[config.mk]
export PLATFORM = sky130hd
export DESIGN_NAME = ssw_supervisor
export DESIGN_NICKNAME = d
export VERILOG_FILES = /design/src/hdl/ssw_supervisor.v /design/src/hdl/ssw_sync.v
export VERILOG_INCLUDE_DIRS = /design/src /design/src/pkg
export SDC_FILE = /design/constraint.sdc
export NUM_CORES = 1
export LEC_CHECK = 0
export BUFFER_PORTS_ARGS = -buffer_cell sky130_fd_sc_hd__buf_4
export CAP_MARGIN = 25
export CELL_PAD_IN_SITES_DETAIL_PLACEMENT = 1
export CELL_PAD_IN_SITES_GLOBAL_PLACEMENT = 1
export CORE_MARGIN = 10
export CORE_UTILIZATION = 47
export CTS_CLUSTER_SIZE = 25
export DETAILED_ROUTE_END_ITERATION = 10
export PLACE_DENSITY = 0.91
export SLEW_MARGIN = 20
export SYNTH_ARGS = -nofsm -noshare
export SYNTH_HDL_FRONTEND = slang
export SYNTH_SLANG_ARGS = --single-unit
export TNS_END_PERCENT = 20
[constraint.sdc]
create_clock -name mclk -period 4.4 [get_ports mclk]
set_clock_uncertainty 0.2 [all_clocks]
set_input_delay 0.66 -clock mclk [delete_from_list [all_inputs] [get_ports mclk]]
set_output_delay 0.66 -clock mclk [all_outputs]
set_load 0.01 [all_outputs]
[src/pkg/ssw_map.vh]
// Purpose: constants for the supply supervisor and watchdog
// Assumes: 200 MHz mclk
// Notes: times in their own unit, counts derived from the clock rate
`ifndef SSW_MAP_VH
`define SSW_MAP_VH
`define SSW_CLK_MHZ 200
`define SSW_RESET_TIMEOUT_MS 250
`define SSW_WD_SHORT_MS 250
`define SSW_WD_MID_MS 750
`define SSW_WD_LONG_MS 1750
`define SSW_RESET_TIMEOUT_CYC (`SSW_RESET_TIMEOUT_MS * 1000 * `SSW_CLK_MHZ)
`define SSW_WD_SHORT_CYC (`SSW_WD_SHORT_MS * 1000 * `SSW_CLK_MHZ)
`define SSW_WD_MID_CYC (`SSW_WD_MID_MS * 1000 * `SSW_CLK_MHZ)
`define SSW_WD_LONG_CYC (`SSW_WD_LONG_MS * 1000 * `SSW_CLK_MHZ)
`define SSW_WD_OFF 2'h3
`define SSW_WD_SHORT 2'h2
`define SSW_WD_MID 2'h1
`define SSW_WD_LONG 2'h0
`define SSW_CNT_W 32
`endif

[src/hdl/ssw_supervisor.v]
// Purpose: supply switchover, power-on and low-voltage reset, bus-kicked watchdog
// Assumes: comparator results as async levels; scl/sda sampled synchronously at mclk
// Notes: long counts are parameters so simulation can shorten them
`timescale 1ns/1ps
`include "ssw_map.vh"
// Summary of operation
// - Standard policy: enter battery only when supply below battery-hys and below trip.
// - Standard policy: leave battery when supply above battery+hys or trip+hys.
// - Select bit at zero selects the standard switchover policy.
// - Select bit at one: legacy, run from higher source with battery hysteresis.
// - Power-on holds reset until supply above reset threshold for 250 ms.
// - Memory-reaching communication is refused while power-on reset is active.
// - Period field: 11 off, 10 250 ms, 01 750 ms, 00 1.75 s.
// - Disabled period puts the watchdog into an idle, non-counting state.
// - START is sda falling while scl high; it kicks the watchdog.
// - Each START while out of reset reloads the watchdog counter to the full period.
// - Watchdog expiry asserts reset for one reset timeout period.
// - START during a reset timeout period has no effect.
// - Watchdog is disabled while running from battery.
// - Low-voltage reset held while below threshold, released 250 ms after rising.
// - Outside battery mode an ongoing memory write completes despite low-voltage reset.
// - Low-voltage reset aborts serial transactions and blocks new ones until release.
// - A low-voltage reset begun in battery mode stays low until back on main supply.
module ssw_supervisor #(
   parameter [`SSW_CNT_W-1:0] RESET_TIMEOUT_CYC = `SSW_RESET_TIMEOUT_CYC,
   parameter [`SSW_CNT_W-1:0] WD_SHORT_CYC = `SSW_WD_SHORT_CYC,
   parameter [`SSW_CNT_W-1:0] WD_MID_CYC = `SSW_WD_MID_CYC,
   parameter [`SSW_CNT_W-1:0] WD_LONG_CYC = `SSW_WD_LONG_CYC
) (
   input wire mclk,
   input wire rst,
   input wire cmp_vdd_below_bat_minus_hys,
   input wire cmp_vdd_above_bat_plus_hys,
   input wire cmp_vdd_below_trip,
   input wire cmp_vdd_above_trip_plus_hys,
   input wire cmp_vdd_above_reset,
   input wire battery_switch_select,
   input wire watchdog_period_bit_high,
   input wire watchdog_period_bit_low,
   input wire scl_in,
   input wire sda_in,
   input wire nv_write_busy,
   output wire battery_mode,
   output wire reset_n_out,
   output wire reset_n_oe_n,
   output wire bus_enable,
   output wire bus_abort,
   output wire nv_write_allow,
   output wire start_seen,
   output wire stop_seen,
   output wire watchdog_running
);
   localparam [3:0] ST_POR = 4'h1;
   localparam [3:0] ST_RUN = 4'h2;
   localparam [3:0] ST_LVR = 4'h4;
   localparam [3:0] ST_WDR = 4'h8;

   wire [4:0] cmp_sync;
   wire below_bat;
   wire above_bat;
   wire below_trip;
   wire above_trip;
   wire above_reset;

   ssw_sync #(
      .WIDTH(5)
   ) u_sync (
      .mclk(mclk),
      .rst(rst),
      .async_in({cmp_vdd_below_bat_minus_hys, cmp_vdd_above_bat_plus_hys,
                 cmp_vdd_below_trip, cmp_vdd_above_trip_plus_hys, cmp_vdd_above_reset}),
      .sync_out(cmp_sync)
   );

   assign below_bat = cmp_sync[4];
   assign above_bat = cmp_sync[3];
   assign below_trip = cmp_sync[2];
   assign above_trip = cmp_sync[1];
   assign above_reset = cmp_sync[0];

   // Supply mode
   reg bat_mode_reg;
   reg bat_mode_next;

   always @* begin
      bat_mode_next = bat_mode_reg;
      if (!battery_switch_select) begin
         if (!bat_mode_reg && below_bat && below_trip) begin
            bat_mode_next = 1'b1;
         end else if (bat_mode_reg && (above_bat || above_trip)) begin
            bat_mode_next = 1'b0;
         end
      end else begin
         if (!bat_mode_reg && below_bat) begin
            bat_mode_next = 1'b1;
         end else if (bat_mode_reg && above_bat) begin
            bat_mode_next = 1'b0;
         end
      end
   end

   always @(posedge mclk) begin
      if (rst) begin
         bat_mode_reg <= 1'b0;
      end else begin
         bat_mode_reg <= bat_mode_next;
      end
   end

   // Bus condition detection on sampled lines
   reg scl_d_reg;
   reg sda_d_reg;
   wire start_evt;
   wire stop_evt;

   always @(posedge mclk) begin
      if (rst) begin
         scl_d_reg <= 1'b1;
         sda_d_reg <= 1'b1;
      end else begin
         scl_d_reg <= scl_in;
         sda_d_reg <= sda_in;
      end
   end

   assign start_evt = scl_d_reg && scl_in && sda_d_reg && !sda_in;
   assign stop_evt = scl_d_reg && scl_in && !sda_d_reg && sda_in;

   // Watchdog period select
   wire [1:0] wd_sel;
   reg [`SSW_CNT_W-1:0] wd_period;
   wire wd_enabled;

   assign wd_sel = {watchdog_period_bit_high, watchdog_period_bit_low};

   always @* begin
      case (wd_sel)
         `SSW_WD_SHORT: wd_period = WD_SHORT_CYC;
         `SSW_WD_MID: wd_period = WD_MID_CYC;
         `SSW_WD_LONG: wd_period = WD_LONG_CYC;
         default: wd_period = {`SSW_CNT_W{1'b0}};
      endcase
   end

   assign wd_enabled = (wd_sel != `SSW_WD_OFF) && !bat_mode_reg;

   // Reset sequencer
   reg [3:0] state_reg;
   reg [3:0] state_next;
   reg [`SSW_CNT_W-1:0] rst_cnt_reg;
   reg [`SSW_CNT_W-1:0] rst_cnt_next;
   reg [`SSW_CNT_W-1:0] wd_cnt_reg;
   reg [`SSW_CNT_W-1:0] wd_cnt_next;
   reg bat_low_latch_reg;
   reg bat_low_latch_next;
   wire hold_low;

   // Battery-mode dip keeps reset low until main supply returns, regardless of recovery
   assign hold_low = !above_reset || bat_low_latch_reg;

   always @* begin
      bat_low_latch_next = bat_low_latch_reg;
      if (bat_mode_reg && !above_reset) begin
         bat_low_latch_next = 1'b1;
      end else if (!bat_mode_reg) begin
         bat_low_latch_next = 1'b0;
      end
   end

   always @* begin
      state_next = state_reg;
      rst_cnt_next = rst_cnt_reg;
      wd_cnt_next = wd_cnt_reg;
      case (state_reg)
         ST_POR: begin
            if (hold_low) begin
               rst_cnt_next = {`SSW_CNT_W{1'b0}};
            end else if (rst_cnt_reg >= RESET_TIMEOUT_CYC - 1'b1) begin
               state_next = ST_RUN;
               rst_cnt_next = {`SSW_CNT_W{1'b0}};
               wd_cnt_next = wd_period;
            end else begin
               rst_cnt_next = rst_cnt_reg + 1'b1;
            end
         end
         ST_RUN: begin
            if (hold_low) begin
               state_next = ST_LVR;
               rst_cnt_next = {`SSW_CNT_W{1'b0}};
            end else if (!wd_enabled) begin
               wd_cnt_next = wd_period;
            end else if (start_evt) begin
               wd_cnt_next = wd_period;
            end else if (wd_cnt_reg == {`SSW_CNT_W{1'b0}} || wd_cnt_reg > wd_period) begin
               // Just enabled or period shortened: start a full period, never a false expiry
               wd_cnt_next = wd_period;
            end else if (wd_cnt_reg <= 1) begin
               state_next = ST_WDR;
               rst_cnt_next = {`SSW_CNT_W{1'b0}};
            end else begin
               wd_cnt_next = wd_cnt_reg - 1'b1;
            end
         end
         ST_LVR: begin
            if (hold_low) begin
               rst_cnt_next = {`SSW_CNT_W{1'b0}};
            end else if (rst_cnt_reg >= RESET_TIMEOUT_CYC - 1'b1) begin
               state_next = ST_RUN;
               rst_cnt_next = {`SSW_CNT_W{1'b0}};
               wd_cnt_next = wd_period;
            end else begin
               rst_cnt_next = rst_cnt_reg + 1'b1;
            end
         end
         ST_WDR: begin
            // Starts are ignored here; counter reloads only at pulse end
            if (hold_low) begin
               state_next = ST_LVR;
               rst_cnt_next = {`SSW_CNT_W{1'b0}};
            end else if (rst_cnt_reg >= RESET_TIMEOUT_CYC - 1'b1) begin
               state_next = ST_RUN;
               rst_cnt_next = {`SSW_CNT_W{1'b0}};
               wd_cnt_next = wd_period;
            end else begin
               rst_cnt_next = rst_cnt_reg + 1'b1;
            end
         end
         default: begin
            state_next = ST_POR;
            rst_cnt_next = {`SSW_CNT_W{1'b0}};
         end
      endcase
   end

   always @(posedge mclk) begin
      if (rst) begin
         state_reg <= ST_POR;
         rst_cnt_reg <= {`SSW_CNT_W{1'b0}};
         wd_cnt_reg <= {`SSW_CNT_W{1'b0}};
         bat_low_latch_reg <= 1'b0;
      end else begin
         state_reg <= state_next;
         rst_cnt_reg <= rst_cnt_next;
         wd_cnt_reg <= wd_cnt_next;
         bat_low_latch_reg <= bat_low_latch_next;
      end
   end

   // Registered outputs
   reg reset_act_reg;
   reg bus_en_reg;
   reg abort_reg;
   reg nv_allow_reg;
   reg start_reg;
   reg stop_reg;
   reg wd_run_reg;
   reg lvr_prev_reg;
   wire in_lvr;

   assign in_lvr = (state_next == ST_LVR);

   always @(posedge mclk) begin
      if (rst) begin
         reset_act_reg <= 1'b1;
         bus_en_reg <= 1'b0;
         abort_reg <= 1'b0;
         nv_allow_reg <= 1'b0;
         start_reg <= 1'b0;
         stop_reg <= 1'b0;
         wd_run_reg <= 1'b0;
         lvr_prev_reg <= 1'b0;
      end else begin
         reset_act_reg <= (state_next != ST_RUN);
         // Bus blocked during power-on and low-voltage reset only
         bus_en_reg <= (state_next != ST_POR) && !in_lvr;
         abort_reg <= in_lvr && !lvr_prev_reg;
         // Write in flight may finish under low-voltage reset unless on battery
         nv_allow_reg <= (state_next == ST_RUN) || (state_next == ST_WDR) ||
                         (in_lvr && nv_write_busy && !bat_mode_next);
         start_reg <= start_evt;
         stop_reg <= stop_evt;
         wd_run_reg <= (state_next == ST_RUN) && wd_enabled;
         lvr_prev_reg <= in_lvr;
      end
   end

   assign battery_mode = bat_mode_reg;
   assign reset_n_out = 1'b0;
   // Open drain: enable low pulls the line low
   assign reset_n_oe_n = !reset_act_reg;
   assign bus_enable = bus_en_reg;
   assign bus_abort = abort_reg;
   assign nv_write_allow = nv_allow_reg;
   assign start_seen = start_reg;
   assign stop_seen = stop_reg;
   assign watchdog_running = wd_run_reg;
endmodule

[src/hdl/ssw_sync.v]
// Purpose: two-flop synchronisers for the comparator results
// Assumes: inputs are asynchronous levels
// Notes: first stage feeds only the second stage
`timescale 1ns/1ps
module ssw_sync #(
   parameter WIDTH = 5
) (
   input wire mclk,
   input wire rst,
   input wire [WIDTH-1:0] async_in,
   output wire [WIDTH-1:0] sync_out
);
   genvar i;
   generate
      for (i = 0; i < WIDTH; i = i + 1) begin : g_bit
         reg meta_reg;
         reg stable_reg;
         always @(posedge mclk) begin
            if (rst) begin
               meta_reg <= 1'b0;
               stable_reg <= 1'b0;
            end else begin
               meta_reg <= async_in[i];
               stable_reg <= meta_reg;
            end
         end
         assign sync_out[i] = stable_reg;
      end
   endgenerate
endmodule

Word-level counts from Yosys, hierarchy flattened
Cells that the tools add are included.
{"block": "word_totals", "register_bits": 90, "inputBits": 13, "out_inout_bits": 9, "elab_cells": 120}
{"block": "classes", "add_sub_neg": 2, "order_cmp": 3, "n_eq_ne": 21, "n_mux": 33, "reduce_logical": 36}
{"operator": "$mux W32", "count": 14}
{"operator": "$pmux W32 S2", "count": 2}
{"operator": "$pmux W29 S3", "count": 1}
{"operator": "$add A32 B1 Y32 const B", "count": 1}
{"operator": "$ge A32 B26 Y1 const B", "count": 1}
{"operator": "$gt A32 B32 Y1", "count": 1}
{"operator": "$le A32 B1 Y1 const B", "count": 1}
{"operator": "$logic_not A32 Y1", "count": 1}
{"operator": "$mux W4", "count": 8}
{"operator": "$sub A32 B1 Y32 const B", "count": 1}
{"operator": "$logic_and A1 B1 Y1", "count": 16}
{"operator": "$ne A3 B3 Y1 const B", "count": 4}
{"operator": "$pmux W4 S3", "count": 1}
{"operator": "$eq A4 B2 Y1 const B", "count": 2}
{"operator": "$eq A4 B3 Y1 const B", "count": 2}
{"operator": "$eq A4 B4 Y1 const B", "count": 2}
{"operator": "$logic_not A1 Y1", "count": 8}
{"operator": "$mux W1", "count": 7}
{"operator": "$ne A2 B2 Y1 const B", "count": 3}
{"operator": "$logic_or A1 B1 Y1", "count": 5}
{"operator": "$ne A5 B5 Y1 const B", "count": 1}
{"operator": "$reduce_and A5 Y1", "count": 1}
{"operator": "$eq A4 B1 Y1 const B", "count": 1}
{"operator": "$ne A2 B1 Y1 const B", "count": 2}
{"operator": "other kinds (9)", "count": 9}

Logic depth before layout (Yosys ltp)
{"block": "depth", "depth_word": 13, "ltp_mapped": 14, "depth_no_buf": 12}

Cells and area by module
From an unflattened synthesis, not the netlist that was laid out.
{"block": "unflattened", "cells_unflattened": 619, "hier_area_um2": 5230.0}
{"module": "ssw_supervisor", "n_inst": 1, "cells_per_inst": 594, "area_per_inst_um2": 4929.7, "seq_area_each_um2": 1601.5}
{"module": "ssw_sync", "n_inst": 1, "cells_per_inst": 25, "area_per_inst_um2": 300.3, "seq_area_each_um2": 200.2}

Worst setup path before layout
No wires, ideal clock.
{"block": "synth_path", "path_type": "input -> register", "startpoint": "input watchdog_period_bit_high", "endpoint": "register wd_cnt_reg[7]", "setup_ns": 0.086, "arrival_ns": 3.215, "required_time_ns": 4.114, "path_slack_ns": 0.900, "path_stages": 13, "path_buffers": 2, "path_cell_list": "inv_1 -> ha_1 -> inv_1 -> ha_1 -> and4_1 -> nor4b_1 -> a22oi_1 -> and4_4 -> o21ai_1 -> clkbuf_1 -> clkbuf_1 -> nor2_1 -> a211oi_1"}
{"block": "synth_via", "elab_chain_len": 9, "elab_cells_between_ends": 17, "classes_between": "1 x order compare; 4 x eq/ne; 8 x mux; 4 x reduce/logical"}
{"element": "start, declared", "line": "ssw_supervisor.v:38", "rtl": "input wire watchdog_period_bit_high,"}
{"element": "$eq A2 B1 Y1 (tied with other cells)", "line": "ssw_supervisor.v:137", "rtl": "case (wd_sel)"}
{"element": "$pmux W29 S3", "line": "ssw_supervisor.v:137"}
{"element": "$gt A32 B32 Y1", "line": "ssw_supervisor.v:194", "rtl": "end else if (wd_cnt_reg == {`SSW_CNT_W{1'b0}} || wd_cnt_reg > wd_period) begin"}
{"element": "$logic_or A1 B1 Y1", "line": "ssw_supervisor.v:194"}
{"element": "$mux W32", "line": "ssw_supervisor.v:194"}
{"element": "$mux W32", "line": "ssw_supervisor.v:192", "rtl": "end else if (start_evt) begin"}
{"element": "$mux W32", "line": "ssw_supervisor.v:190", "rtl": "end else if (!wd_enabled) begin"}
{"element": "$mux W32", "line": "ssw_supervisor.v:187", "rtl": "if (hold_low) begin"}
{"element": "$pmux W32 S2", "line": "ssw_supervisor.v:174", "rtl": "case (state_reg)"}
{"element": "end signal, assigned", "line": "ssw_supervisor.v:239", "rtl": "wd_cnt_reg <= {`SSW_CNT_W{1'b0}};"}
{"element": "end signal, assigned", "line": "ssw_supervisor.v:244", "rtl": "wd_cnt_reg <= wd_cnt_next;"}
{"element": "end, declared", "line": "ssw_supervisor.v:152", "rtl": "reg [`SSW_CNT_W-1:0] wd_cnt_reg;"}
Parallel ways exist; a longest one is shown, timed or not. The select of a mux whose other input is x is not followed.
A chain may end at the register's enable or synchronous reset.

Worst setup path after layout
{"block": "layout_path", "startpoint": "input watchdog_period_bit_low", "endpoint": "register wd_cnt_reg[3]"}
{"block": "layout_via", "elab_chain_len": 9, "elab_cells_between_ends": 15, "classes_between": "1 x order compare; 4 x eq/ne; 6 x mux; 4 x reduce/logical"}
{"element": "start, declared", "line": "ssw_supervisor.v:39", "rtl": "input wire watchdog_period_bit_low,"}
{"element": "$eq A2 B1 Y1 (tied with other cells)", "line": "ssw_supervisor.v:137"}
{"element": "$pmux W29 S3", "line": "ssw_supervisor.v:137"}
{"element": "$gt A32 B32 Y1", "line": "ssw_supervisor.v:194"}
{"element": "$logic_or A1 B1 Y1", "line": "ssw_supervisor.v:194"}
{"element": "$mux W32", "line": "ssw_supervisor.v:194"}
{"element": "$mux W32", "line": "ssw_supervisor.v:192"}
{"element": "$mux W32", "line": "ssw_supervisor.v:190"}
{"element": "$mux W32", "line": "ssw_supervisor.v:187"}
{"element": "$pmux W32 S2", "line": "ssw_supervisor.v:174"}
Parallel ways exist; a longest one is shown, timed or not. The select of a mux whose other input is x is not followed.

==> results.tsv <==
stage	metric	value	unit
run_status	status	completed	
sta	Min Hold Slack	238	ps
worst_setup_path	arrival time worst endpoint	4010	ps
detailed_routing	Antenna Violating Nets Remaining	0	
power_and_ir_drop	Max VDD drop	0.196	mV
worst_setup_path	Critical Path RT	4480	ps
yosys	synth warn	0	
global_routing	total grt overflow	0	
yosys	Async S/R FF share, synth	0	%
sta	final setup TNS	0	ps
cells_and_area	Nets	649	
sta	RSZ-0062 raised after global routing	false	
yosys	Synth Net Count	641	
yosys	top post-synthesis cells by count	dfxtp_1, nor2_1, nand2_1	
worst_setup_path	CP max stage delay	540	ps
yosys	largest area contributor in the netlist	dfxtp_1	
worst_setup_path	CP bufs+invs	4	
detailed_routing	wire per inst	19.3	um
yosys	sequential-to-total area share from yosys stat	36.8	%
worst_setup_path	R2R Setup Slk	650	ps
floorplan	die area	14900	um2
worst_setup_path	CP delay by family, top	compound AO/OA/AOI/OAI gates	
yosys	Mean Syn Cell Area	8.12	um2
yosys	Post-Syn Area	4890	um2
yosys	dominant synthesized flop cell	dfxtp_1	
detailed_routing	Vias per Instance	6.05	
worst_setup_path	type of the worst setup path	input port to register	
detailed_routing	Residual DRC	0	
floorplan	starting density of the core	47.8	%
detailed_routing	first-iteration detailed-routing DRC count	329	
clock_tree	Num CTS Buffers	9	
worst_setup_path	Crit. End Element	register	
floorplan	Core Footprint	10200	um2
placed_design	post-DP HPWL	10400	um
worst_setup_path	CP Capture Point	wd_cnt_reg[3]	
sta	period utilization	89.2	%
sta	final slew viol count	0	
clock_tree	post_cts resized	0	
yosys	Post-synth EDFFs	0	
placed_design	Routability Congestion	0.890	
yosys	Yosys top cell area share	36.8	%
detailed_routing	WL final	14500	um
floorplan	floorplan row count	37	
yosys	Yosys cell types	59	
min_path	Worst Hold Class	register to register	
floorplan	die height	122	um
cells_and_area	Area Growth Syn to Fin	9.80	%
cells_and_area	Layout fillers	1244	
worst_setup_path	CP Max Fanout	30	
yosys	synthesis-stage register bit count	90	
global_routing	initial antenna violation count	0	
sta	Final Hold Viols	0	
global_routing	first-pass GRT wire length	23500	um
clock_tree	htree depth	3	
clock_tree	Worst-path clk slew	100	ps
floorplan	Chip Width	122	um
cells_and_area	share of layout cells above drive strength 1	11.1	%
clock_tree	Num Clock Sinks	90	
worst_setup_path	start of the worst register-to-register path	wd_cnt_reg[7]	
power_and_ir_drop	Pwr per Cell Area	284	nW/um2
worst_setup_path	critical path, cell by cell	buf_4 > inv_1 > ha_1 > inv_1 > ha_1 > and4_1 > nor4b_1 > a22oi_1 > nand3_1 > a211o_1 > buf_4 > o21ai_0 > a32o_1	
sta	Setup Viol. Count Final	0	
clock_tree	root buffer cell	clkbuf_8	
clock_tree	worst-skew pair later-pin latency	380	ps
cells_and_area	n_diodes	0	
global_routing	pin count of the biggest net entering global routing	51	
sta	Tmin final	3930	ps
global_routing	GRT Total Usage	19.5	%
floorplan	Ports	22	
detailed_routing	Initial DRT Pass Iterations	5	
clock_tree	Post-CTS Setup Bufs	0	
yosys	Mapped Cells	602	
placed_design	Port Buffer Count	20	
worst_setup_path	slowest CP cell	nor4b_1	
yosys	most common cell in the netlist	dfxtp_1	
power_and_ir_drop	Leak	1.96	nW
yosys	top cells by area, synth	dfxtp_1, ha_1, nor2_1, xnor2_1, nor3_1	
sta	Slew headroom	49.5	%
detailed_routing	Vias	4542	
sta	worst slew pin tran	738	ps
run	total of max-cap violations	0	
worst_setup_path	worst r2r dst	wd_cnt_reg[3]	
worst_setup_path	Worst Setup Start Kind	input port	
worst_setup_path	r2r worst-path depth	8	
worst_setup_path	stages on the worst setup path	13	
worst_setup_path	Critical Path Start	watchdog_period_bit_low	
clock_tree	Max Buffers Root-to-Sink	2	
clock_tree	hold buffer count at CTS	0	
sta	fmax	255	MHz
global_routing	number of global-route vias before repair	4742	
clock_tree	CTS tree	done	
==> worst register-to-register path: stages, from the launching register on <==
cell and delay, ps:
dfxtp_1 370, or4_1 600, nor3_1 360, nand2_1 190
o41ai_1 610, a211o_1 440, buf_4 420, o21ai_0 180
a32o_1 280
==> metrics by stage <==
step	instances	total power [mW]	instance area (um2)	setup WS, ps	util [%]
global placement	735	0.908	5160	385	50.4
detailed placement	735	0.913	5160	148	50.4
global route	751	1.58	5370	266	52.5
floorplan	602	0.885	4890	900	-
CTS	751	1.53	5370	541	52.5
finish	751	1.53	5370	474	52.5
==> routing by layer <==
| metal | global-route usage, % | wire length [um] |
|---|---|---|
| met4 | 7.23 | 327 |
| met5 | 0 | 0 |
| met1 | 20.5 | 5840 |
| met3 | 4.53 | 457 |
| met2 | 36.7 | 7850 |
==> area by class of cell <==
class	count	area [um2]	area share [%]
Multi-Input combinational cell	461	2880	53.7
Tap cell	136	170	3.17
Clock buffer	9	124	2.31
Timing Repair Buffer	26	220	4.10
Inverter	22	82.6	1.54
Sequential cell	90	1800	33.6
Clock inverter	7	87.6	1.63
==> placed cells by master (no fill, tap or decap), types with 9 or more instances in the layout <==
master | Yosys | final
nor4_1 | 12 | 12
or3_1 | 13 | 13
nor2b_1 | 14 | 14
nor2_1 | 80 | 80
a21oi_1 | 29 | 29
nor3_1 | 37 | 37
o21ai_1 | 21 | 20
nand2_1 | 41 | 41
buf_4 | 1 | 24
inv_1 | 21 | 21
clkbuf_8 | 0 | 9
xnor2_1 | 25 | 25
o21ai_0 | 29 | 29
nand3_1 | 15 | 15
ha_1 | 26 | 26
dfxtp_1 | 90 | 90
==> cell families (layout without fill, tap and decap cells) <==
| logic type | Yosys count | count (layout) | synth area share [%] |
|---|---|---|---|
| and+or+nand+nor | 280 | 280 | 31.0 |
| AOI/OAI and AO/OA | 124 | 124 | 15.7 |
| DFF | 90 | 90 | 36.8 |
| buffers and inverters | 51 | 64 | 4.27 |
| xor gates and xnor gates | 28 | 28 | 5.01 |
| adders and majority gates | 26 | 26 | 6.65 |
| muxes | 2 | 2 | 0.409 |
| other | 1 | 1 | 0.0767 |
==> how the worst min path moves through the flow <==
stage | start | endpoint | slack, ps | cells after the start
after floorplan | lvr_prev_reg | bus_abort | 180 | 1
after global placement | lvr_prev_reg | bus_abort | 200 | 1
after detailed placement | lvr_prev_reg | bus_abort | 210 | 1
after CTS | sda_d_reg | stop_seen | 240 | 1
after global routing | sda_d_reg | stop_seen | 260 | 1
final | sda_d_reg | stop_seen | 240 | 1
==> power by group <==
part / leakage [nW] / internal [mW] / switching, mW
Clock: 0.109 / 0.278 / 0.352
Combinational: 1.13 / 0.0269 / 0.0459
Sequential: 0.728 / 0.820 / 0.00291
Total: 1.96 / 1.13 / 0.401
No activity file was read; power rests on OpenSTA's default activity.
